===== config.mk =====
export PLATFORM = sky130hd
export DESIGN_NAME = gpiopm_port
export DESIGN_NICKNAME = d
export VERILOG_FILES = /design/src/gpiopm_pkg.sv /design/src/gpiopm_port.sv
export SDC_FILE = /design/constraint.sdc
export NUM_CORES = 1
export LEC_CHECK = 0
export ABC_AREA = 1
export BUFFER_PORTS_ARGS = -buffer_cell sky130_fd_sc_hd__buf_2
export CORE_ASPECT_RATIO = 1.5
export CORE_MARGIN = 2
export CORE_UTILIZATION = 50
export DETAILED_ROUTE_END_ITERATION = 8
export PLACE_DENSITY = 0.73
export SYNTH_ARGS = -nofsm -noshare
export SYNTH_HDL_FRONTEND = slang
export SYNTH_SLANG_ARGS = --single-unit

===== constraint.sdc =====
create_clock -name clk -period 1.7 [get_ports clk]
set_input_delay 0.085 -clock clk [delete_from_list [all_inputs] [get_ports clk]]
set_output_delay 0.085 -clock clk [all_outputs]
set_load 0.05 [all_outputs]

===== src/gpiopm_pkg.sv =====
// package for the gpio port pad, interrupt and mux block
package gpiopm_pkg;
  localparam int PIN_COUNT = 8;
  localparam int FUNC_SEL_W = 4;
  localparam int TRIG_W = 3;

  // drive strength encodings
  localparam logic [1:0] DRIVE_LOW = 2'h0;
  localparam logic [1:0] DRIVE_MEDIUM = 2'h1;
  localparam logic [1:0] DRIVE_HIGH = 2'h2;
  localparam logic [1:0] DRIVE_HIGH_SLEW_CTL = 2'h3;

  // pad type encodings
  localparam logic [2:0] PAD_PUSH_PULL = 3'h0;
  localparam logic [2:0] PAD_PUSH_PULL_PULLUP = 3'h1;
  localparam logic [2:0] PAD_PUSH_PULL_PULLDOWN = 3'h2;
  localparam logic [2:0] PAD_OPEN_DRAIN = 3'h3;
  localparam logic [2:0] PAD_OPEN_DRAIN_PULLUP = 3'h4;
  localparam logic [2:0] PAD_OPEN_DRAIN_PULLDOWN = 3'h5;
  localparam logic [2:0] PAD_ANALOG = 3'h6;

  // trigger encodings
  localparam logic [2:0] TRIG_FALLING = 3'h0;
  localparam logic [2:0] TRIG_RISING = 3'h1;
  localparam logic [2:0] TRIG_BOTH = 3'h2;
  localparam logic [2:0] TRIG_LOW = 3'h3;
  localparam logic [2:0] TRIG_HIGH = 3'h4;

  // reset values
  localparam logic [1:0] DRIVE_RESET = DRIVE_LOW;
  localparam logic [2:0] PAD_RESET = PAD_PUSH_PULL;
  localparam logic [3:0] FUNC_RESET = 4'h0;
  localparam logic [2:0] TRIG_RESET = TRIG_FALLING;

  // stored pad configuration of one pin
  typedef struct packed {
    logic [1:0] drive_strength_sel;
    logic [2:0] pad_type_sel;
  } gpiopm_pad_t;

  // electrical controls delivered to one pad
  typedef struct packed {
    logic pull_up;
    logic pull_down;
    logic analog_en;
    logic open_drain;
    logic slew_ctl;
    logic [1:0] drive;
  } gpiopm_padctl_t;
endpackage : gpiopm_pkg


===== src/gpiopm_port.sv =====
// eight-pin gpio port: pad config, function mux, pin interrupts
// ****************************************
// ****************************************
module gpiopm_port
  import gpiopm_pkg::*;
#(
  parameter int PINS = PIN_COUNT,
  parameter int FSEL_W = FUNC_SEL_W,
  parameter int FUNCS = 16
) (
  // clock and reset
  input wire logic clk,
  input wire logic rst_b,
  // access selection
  input wire logic [PINS-1:0] pin_select_mask,
  input wire logic [2:0] pin_index,
  // pad configuration write and readback
  input wire logic pad_cfg_wr,
  input wire logic [1:0] drive_strength_sel,
  input wire logic [2:0] pad_type_sel,
  output logic [1:0] drive_strength_rd,
  output logic [2:0] pad_type_rd,
  // trigger configuration
  input wire logic trig_cfg_wr,
  input wire logic [TRIG_W-1:0] trig_sel,
  // function mux
  input wire logic func_cfg_wr,
  input wire logic [FSEL_W-1:0] pin_function_sel,
  input wire logic [PINS-1:0] dir_out,
  input wire logic [PINS-1:0] sw_out,
  input wire logic [FUNCS-1:0] periph_out,
  input wire logic [FUNCS-1:0] periph_oe,
  output logic [FUNCS-1:0] periph_in,
  // interrupt control and status
  input wire logic int_enable_wr,
  input wire logic int_disable_wr,
  input wire logic int_clear_wr,
  input wire logic status_view_masked,
  output logic [PINS-1:0] int_status,
  output logic [PINS-1:0] int_raw,
  output logic [PINS-1:0] int_masked,
  output logic port_irq,
  // pin reads
  output logic [PINS-1:0] pin_value_rd,
  // pins and pad controls
  input wire logic [PINS-1:0] pin_in,
  output logic [PINS-1:0] pin_out,
  output logic [PINS-1:0] pin_oe_b,
  output gpiopm_padctl_t [PINS-1:0] pad_ctl
);

  // ****************************************
  // configuration storage
  // ****************************************
  gpiopm_pad_t [PINS-1:0] pad_cfg;
  logic [PINS-1:0][FSEL_W-1:0] func_sel;
  logic [PINS-1:0][TRIG_W-1:0] trig_cfg;
  logic [PINS-1:0] int_en;
  logic [PINS-1:0] raw;
  logic [PINS-1:0] pin_prev;
  logic [PINS-1:0] detect;
  logic [PINS-1:0] drive_en;
  logic [PINS-1:0] drive_val;
  logic [PINS-1:0] next_raw;
  logic [PINS-1:0] next_en;

  function automatic logic is_pull_up(input logic [2:0] t);
    return t == PAD_PUSH_PULL_PULLUP || t == PAD_OPEN_DRAIN_PULLUP;
  endfunction : is_pull_up

  function automatic logic is_pull_down(input logic [2:0] t);
    return t == PAD_PUSH_PULL_PULLDOWN || t == PAD_OPEN_DRAIN_PULLDOWN;
  endfunction : is_pull_down

  function automatic logic is_open_drain(input logic [2:0] t);
    return t == PAD_OPEN_DRAIN || t == PAD_OPEN_DRAIN_PULLUP ||
           t == PAD_OPEN_DRAIN_PULLDOWN;
  endfunction : is_open_drain

  genvar gi;
  generate
    for (gi = 0; gi < PINS; gi++) begin : g_pin
      // selected pins take pad and trigger writes at once; function writes go to the pin named by pin_index
      always_ff @(posedge clk) begin
        if (!rst_b) begin
          pad_cfg[gi] <= '{DRIVE_RESET, PAD_RESET};
          func_sel[gi] <= FSEL_W'(FUNC_RESET);
          trig_cfg[gi] <= TRIG_RESET;
        end else begin
          if (pad_cfg_wr && pin_select_mask[gi]) begin
            pad_cfg[gi] <= '{drive_strength_sel, pad_type_sel};
          end
          if (func_cfg_wr && pin_index == 3'(gi)) begin
            func_sel[gi] <= pin_function_sel;
          end
          if (trig_cfg_wr && pin_select_mask[gi]) begin
            trig_cfg[gi] <= trig_sel;
          end
        end
      end

      // stored pad and trigger settings follow every selected write
      cfg_store_a: assert property (
        @(posedge clk) disable iff (!rst_b)
        (pad_cfg_wr && pin_select_mask[gi]) |=>
          pad_cfg[gi] == $past({drive_strength_sel, pad_type_sel}))
        else $error("pad setting not stored");

      trig_store_a: assert property (
        @(posedge clk) disable iff (!rst_b)
        (trig_cfg_wr && pin_select_mask[gi]) |=>
          trig_cfg[gi] == $past(trig_sel))
        else $error("trigger setting not stored");

      // open drain, slew and drive settings reach the pad only when dir_out is set; pulls act regardless of direction
      wire logic is_analog = pad_cfg[gi].pad_type_sel == PAD_ANALOG;
      wire logic od = is_open_drain(pad_cfg[gi].pad_type_sel);
      assign pad_ctl[gi].pull_up = is_pull_up(pad_cfg[gi].pad_type_sel);
      assign pad_ctl[gi].pull_down = is_pull_down(pad_cfg[gi].pad_type_sel);
      assign pad_ctl[gi].analog_en = is_analog;
      assign pad_ctl[gi].open_drain = od & dir_out[gi];
      assign pad_ctl[gi].slew_ctl = dir_out[gi] &
        (pad_cfg[gi].drive_strength_sel == DRIVE_HIGH_SLEW_CTL);
      assign pad_ctl[gi].drive = dir_out[gi] ?
        pad_cfg[gi].drive_strength_sel : DRIVE_LOW;

      // function zero is plain gpio; one function per pin by construction
      wire logic use_fn = func_sel[gi] != '0;
      assign drive_en[gi] = ~is_analog & (use_fn ?
        periph_oe[func_sel[gi]] : dir_out[gi]);
      assign drive_val[gi] = use_fn ? periph_out[func_sel[gi]] : sw_out[gi];
      // open drain never drives high, only releases
      assign pin_oe_b[gi] = ~(drive_en[gi] & ~(od & drive_val[gi]));
      assign pin_out[gi] = od ? 1'b0 : drive_val[gi];

      // an analog pad or a released open drain leaves the pin alone
      analog_off_a: assert property (
        @(posedge clk) disable iff (!rst_b)
        is_analog |-> pin_oe_b[gi])
        else $error("analog pad drives pin");

      od_high_a: assert property (
        @(posedge clk) disable iff (!rst_b)
        (od && drive_val[gi]) |-> pin_oe_b[gi])
        else $error("open drain drove high");

      input_quiet_a: assert property (
        @(posedge clk) disable iff (!rst_b)
        (!dir_out[gi] && !use_fn) |-> (pin_oe_b[gi] &&
          !pad_ctl[gi].slew_ctl && pad_ctl[gi].drive == DRIVE_LOW))
        else $error("input pin shows output pad setting");

      fn_route_a: assert property (
        @(posedge clk) disable iff (!rst_b)
        (use_fn && !od && !is_analog && periph_oe[func_sel[gi]]) |->
          (!pin_oe_b[gi] && pin_out[gi] == periph_out[func_sel[gi]]))
        else $error("routed function not on pin");

      // trigger detection: edges against the previous sampled level, levels from the current one
      always_comb begin
        case (trig_cfg[gi])
          TRIG_FALLING: detect[gi] = pin_prev[gi] & ~pin_in[gi];
          TRIG_RISING: detect[gi] = ~pin_prev[gi] & pin_in[gi];
          TRIG_BOTH: detect[gi] = pin_prev[gi] ^ pin_in[gi];
          TRIG_LOW: detect[gi] = ~pin_in[gi];
          TRIG_HIGH: detect[gi] = pin_in[gi];
          default: detect[gi] = 1'b0;
        endcase
      end
    end
  endgenerate

  // peripheral inputs see the pin routed to them; last pin wins if two
  // pins carry the same function, which software must avoid
  always_comb begin
    periph_in = '0;
    for (int p = 0; p < PINS; p++) begin
      if (func_sel[p] != '0) begin
        periph_in[func_sel[p]] = pin_in[p];
      end
    end
  end

  // ****************************************
  // interrupt state
  // ****************************************
  // a new event wins over a clear in the same cycle
  assign next_raw = (raw & ~(int_clear_wr ? pin_select_mask : '0))
                    | detect;
  assign next_en = int_enable_wr ? (int_en | pin_select_mask) :
                   int_disable_wr ? (int_en & ~pin_select_mask) :
                   int_en;

  always_ff @(posedge clk) begin
    if (!rst_b) begin
      raw <= '0;
      int_en <= '0;
      pin_prev <= '0;
    end else begin
      raw <= next_raw;
      int_en <= next_en;
      pin_prev <= pin_in;
    end
  end

  assign int_raw = raw;
  assign int_masked = raw & int_en;
  assign port_irq = |int_masked;
  assign int_status = status_view_masked ? int_masked : int_raw;

  // ****************************************
  // read paths
  // ****************************************
  // pin level is taken from the pad input for both directions
  always_ff @(posedge clk) begin
    if (!rst_b) begin
      pin_value_rd <= '0;
      drive_strength_rd <= DRIVE_RESET;
      pad_type_rd <= PAD_RESET;
    end else begin
      pin_value_rd <= pin_in & pin_select_mask;
      drive_strength_rd <= pad_cfg[pin_index].drive_strength_sel;
      pad_type_rd <= pad_cfg[pin_index].pad_type_sel;
    end
  end

  // ****************************************
  // checks
  // ****************************************
  // reads carry the mask and pin level of the cycle before
  read_mask_a: assert property (
    @(posedge clk) disable iff (!rst_b)
    (pin_value_rd & ~$past(pin_select_mask)) == '0)
    else $error("unselected pin read nonzero");

  read_level_a: assert property (
    @(posedge clk) disable iff (!rst_b)
    $past(rst_b) |->
      pin_value_rd == ($past(pin_in) & $past(pin_select_mask)))
    else $error("pin read mismatch");

  // a disabled pin drops out of the masked view at once
  masked_drop_a: assert property (
    @(posedge clk) disable iff (!rst_b)
    (int_disable_wr && !int_enable_wr) |=>
      (int_masked & $past(pin_select_mask)) == '0)
    else $error("disabled pin left in masked status");

  irq_event_a: assert property (
    @(posedge clk) disable iff (!rst_b)
    ((detect & int_en) != '0 && !int_disable_wr) |=> port_irq)
    else $error("enabled event raised no irq");

  enable_set_a: assert property (
    @(posedge clk) disable iff (!rst_b)
    int_enable_wr |=> ((int_en & $past(pin_select_mask)) ==
      $past(pin_select_mask)) && ((int_en & ~$past(pin_select_mask)) ==
      ($past(int_en) & ~$past(pin_select_mask))))
    else $error("enable write wrong");

  disable_clr_a: assert property (
    @(posedge clk) disable iff (!rst_b)
    (int_disable_wr && !int_enable_wr) |=>
      (int_en & $past(pin_select_mask)) == '0)
    else $error("disable write wrong");

  // events keep landing during a clear, so other pins may gain bits
  clear_keep_a: assert property (
    @(posedge clk) disable iff (!rst_b)
    int_clear_wr |=> (int_raw & ~$past(pin_select_mask)) ==
      (($past(int_raw) | $past(detect)) & ~$past(pin_select_mask)))
    else $error("clear disturbed other pins");

  status_view_a: assert property (
    @(posedge clk) disable iff (!rst_b)
    status_view_masked |-> (int_status & ~int_en) == '0)
    else $error("masked view shows disabled pin");

  pad_read_a: assert property (
    @(posedge clk) disable iff (!rst_b)
    (pad_cfg_wr && pin_select_mask[pin_index]) ##1
      (!pad_cfg_wr && pin_index == $past(pin_index)) |=>
      drive_strength_rd == $past(drive_strength_sel, 2))
    else $error("pad readback wrong");

  cov_irq_c: cover property (@(posedge clk) disable iff (!rst_b)
    !port_irq ##1 port_irq);
  cov_clear_c: cover property (@(posedge clk) disable iff (!rst_b)
    port_irq && int_clear_wr ##1 !port_irq);
  cov_func_c: cover property (@(posedge clk) disable iff (!rst_b)
    func_cfg_wr && pin_function_sel != '0);
  cov_read_c: cover property (@(posedge clk) disable iff (!rst_b)
    pin_value_rd != '0);
  cov_view_c: cover property (@(posedge clk) disable iff (!rst_b)
    status_view_masked && int_status != '0);

endmodule : gpiopm_port


==> flow_summary.toml <==
[run_status]
status = "finished with violations"
violations = "negative setup slack"

[final_layout]
final_nets = 2463
final_common_cell = "nand2_1"
final_cell_mix = "nand2_1, inv_1, nor2_1"
syn2layout_area_growth_pct = 44.8
nFillCells = 1875
diodes = 0
drive_above_1_share_pct = 30.6
final_cell_area_um2 = 15700

[routing]
wirelength_mm = 50.3
dr.pass1.iters = 6
drt.antenna.violating_nets = 0
vias = 15058
drc = 0
vias_per_cell = 5.70
avgRoutedWirePerCell_um = 19.0
drt_iter0_markers = 1414

[sta]
finClkSkew_ns = 0.00569
slew_violations = 0
tightest_slew_ns = 0.502
setup_ws_ns = -0.458
fin_setup_tns_ns = -10.93
period_needed_ns = 2.16
rsz0062_at_grt = "true"
hold_viol_final = 0
fmax_mhz = 463
fin_crit_sh_pct = 127
setup_viol_count_final = 31
slew_headroom_pct = 66.5

[placed_design]
dp_hpwl_mm = 37.0
portBuffers = 212
post_dp_cell_area_um2 = 13200
place_congestion = 1.04

[cts]
cts_buffers = 17
insertion_delay_ns = 0.42
cts_num_sinks = 133
root_buffer = "clkbuf_16"
cts_max_level = 4
cts_tree = "done"
clk_pin_slew_ns = 0.07
clk_path_buf_depth = 2

[floorplanning]
chipHeight_um = 184
core_region_area_um2 = 21100
die_width_um = 124
start_util_pct = 51.2
pin_count = 214
rows = 65
dieArea_um2 = 22900

[global_route]
grt_max_degree = 47
overflow = 0
grt_pass1_vias = 14087
track_usage_pct = 43.8
antenna_found_initial = 1
grt_pass1_wl_mm = 75.5

[synthesis]
avgSynthCellArea_um2 = 5.44
seq_area_frac_synth_pct = 24.6
yosys_warnings = 0
ys_seq_elements = 133
syn_area_um2 = 10800
syn_inst = 1990
synth_fp_nets = 2094
synthDistinctLibCells = 41

[power]
powerDensity_nw_per_um2 = 703
vdd_ir_drop_max_v = 0.000956
power.leakage_nw = 7.87

[critical_path]
worstPathArrival_ns = 2.07
cp.depth = 10
r2r_cells = 6
path_cells = "buf_6 > nand2_1 > o21ai_1 > nand2_1 > nand2_1 > nand2_1 > nand4_1 > nand2_1 > nor2_2 > buf_6"
worstPathRequired_ns = 1.62
critPathBufInv = 2
end_kind = "primary output"
cp-start-kind = "flop"
crit_type = "flop to primary output"
slowest_stage = "dfxtp_4"
crit_top_cell = "nand2_1"
path_max_fanout = 8
crit_family = "simple AND/OR/NAND/NOR gates"
max_stage_delay_ns = 0.46

[worst_hold_path]
worstHoldPathType = "input pin to flop"
min_path_cells = 3

[job]
max_cap_viol_count = 0
## per-stage QoR
step                total power, mW  util [%]  worst slack (ns)  cells  hold slack (ns)
finish                         11.0      74.1            -0.458   2640           0.0115
global route                   11.4      74.1            -0.565   2640          0.00617
CTS                            10.7      70.5            -0.448   2624          0.00160
detailed placement             6.66      62.3            -0.155   2561            0.401
global placement               6.62      62.3            -0.144   2561            0.402
floorplan                      5.50         -           -0.0160   1990            0.196
## tightest hold or removal path, stage by stage
cell and delay, ns:
buf_2 0.17, nand2_1 0.08, a21oi_1 0.06
## cell families after synthesis
group	after synthesis	synth area share, %
XOR/XNOR	3	0.243
flip-flops	133	24.6
AO/OA/AOI/OAI	464	22.4
buffers and inverters	396	14.5
adder cells (fa/ha/maj)	16	1.85
multiplexers	1	0.104
other	1	0.0347
AND/OR/NAND/NOR	976	36.2
## timing repair
item | in CTS | in global routing
pin swaps | 51 | 124
setup buffers | 14 | 15
hold buffers | 12 | 0
gates resized for setup | 314 | 212
cloned | 7 | 3
hold endpoints to repair | 11 | 0
setup endpoints to repair | 37 | 43
## sequential cells by signal, indices dropped and copies added, names as in the netlist, named ones only
name	flops
drive_strength_rd	2
func_sel	32
int_raw	8
pad_cfg	40
pad_type_rd	3
pin_prev	8
pin_value_rd	8
trig_cfg	24
## metal layers
layer,track usage (%),wire length [um],up-vias
met1,48.6,17400,6777
met5,0,11,-
met3,11.7,4900,274
met4,33.8,4540,2
li1,-,-,7067
met2,69.9,23400,938
## worst paths after layout
| check | end | start | slack [ns] |
|---|---|---|---|
| setup / recovery | pin_out[5] | func_sel[20]$_SDFFE_PN0P_ | -0.46 |
| hold / removal | flop | int_enable_wr | 0.01 |
| setup reg to reg | int_raw[2]$_SDFF_PN0_ | pin_prev[2]$_SDFF_PN0_ | 0.46 |
| hold reg to reg | trig_cfg[2]$_SDFFE_PN0P_ | trig_cfg[2]$_SDFFE_PN0P_ | 0.47 |
## cells in the mapped netlist
| cell type | number | share of area, % |
|---|---|---|
| clkbuf_1 | 30 | 1.0 |
| o31ai_1 | 7 | 0.49 |
| o21ai_1 | 2 | 0.093 |
| buf_2 | 22 | 1.0 |
| inv_2 | 6 | 0.21 |
| dfxtp_1 | 133 | 25 |
| nand2_1 | 579 | 20 |
| a31oi_1 | 8 | 0.46 |
| o21a_1 | 1 | 0.069 |
| inv_1 | 319 | 11 |
| o22ai_1 | 28 | 1.6 |
| nand3_1 | 76 | 3.5 |
| and2_1 | 4 | 0.23 |
| nand4_1 | 25 | 1.4 |
| o2111ai_1 | 2 | 0.16 |
| a21oi_1 | 153 | 7.1 |
| o21bai_1 | 4 | 0.28 |
| xnor2_1 | 3 | 0.24 |
| buf_1 | 3 | 0.10 |
| nor2_2 | 9 | 0.52 |
| clkinv_1 | 2 | 0.069 |
| o21ai_0 | 252 | 12 |
| buf_4 | 12 | 0.83 |
| conb_1 | 1 | 0.035 |
| mux2_2 | 1 | 0.10 |
| or2_2 | 3 | 0.17 |
| a221oi_1 | 1 | 0.081 |
| nor4_1 | 4 | 0.23 |
| o211ai_1 | 2 | 0.14 |
| nand2_2 | 3 | 0.17 |
| inv_4 | 1 | 0.058 |
| a22oi_1 | 2 | 0.14 |
| nand3b_1 | 1 | 0.069 |
| buf_6 | 1 | 0.10 |
| a31o_2 | 1 | 0.081 |
| a211oi_1 | 1 | 0.069 |
| nor2_1 | 258 | 9.0 |
| nor2_4 | 2 | 0.21 |
| ha_1 | 16 | 1.9 |
| nor3_1 | 10 | 0.46 |
| and3b_1 | 2 | 0.16 |
## final cells by class
type	instances	area [um2]	share of cell area, %
well taps	268	335	2.14
multi-input cells	1463	7490	47.8
flip-flops and latches	133	2740	17.5
clock inverters	14	176	1.13
clock buffers	18	429	2.74
repair buffers	415	3210	20.5
repair inverters	1	11.3	0.0719
inverters	328	1280	8.16
## power by group
group          switching [mW]  total (mW)  internal (mW)
Combinational            2.51        3.71           1.20
Sequential              0.181        3.47           3.29
Clock                    1.50        3.83           2.32
Power figures use the tool's default switching activity.
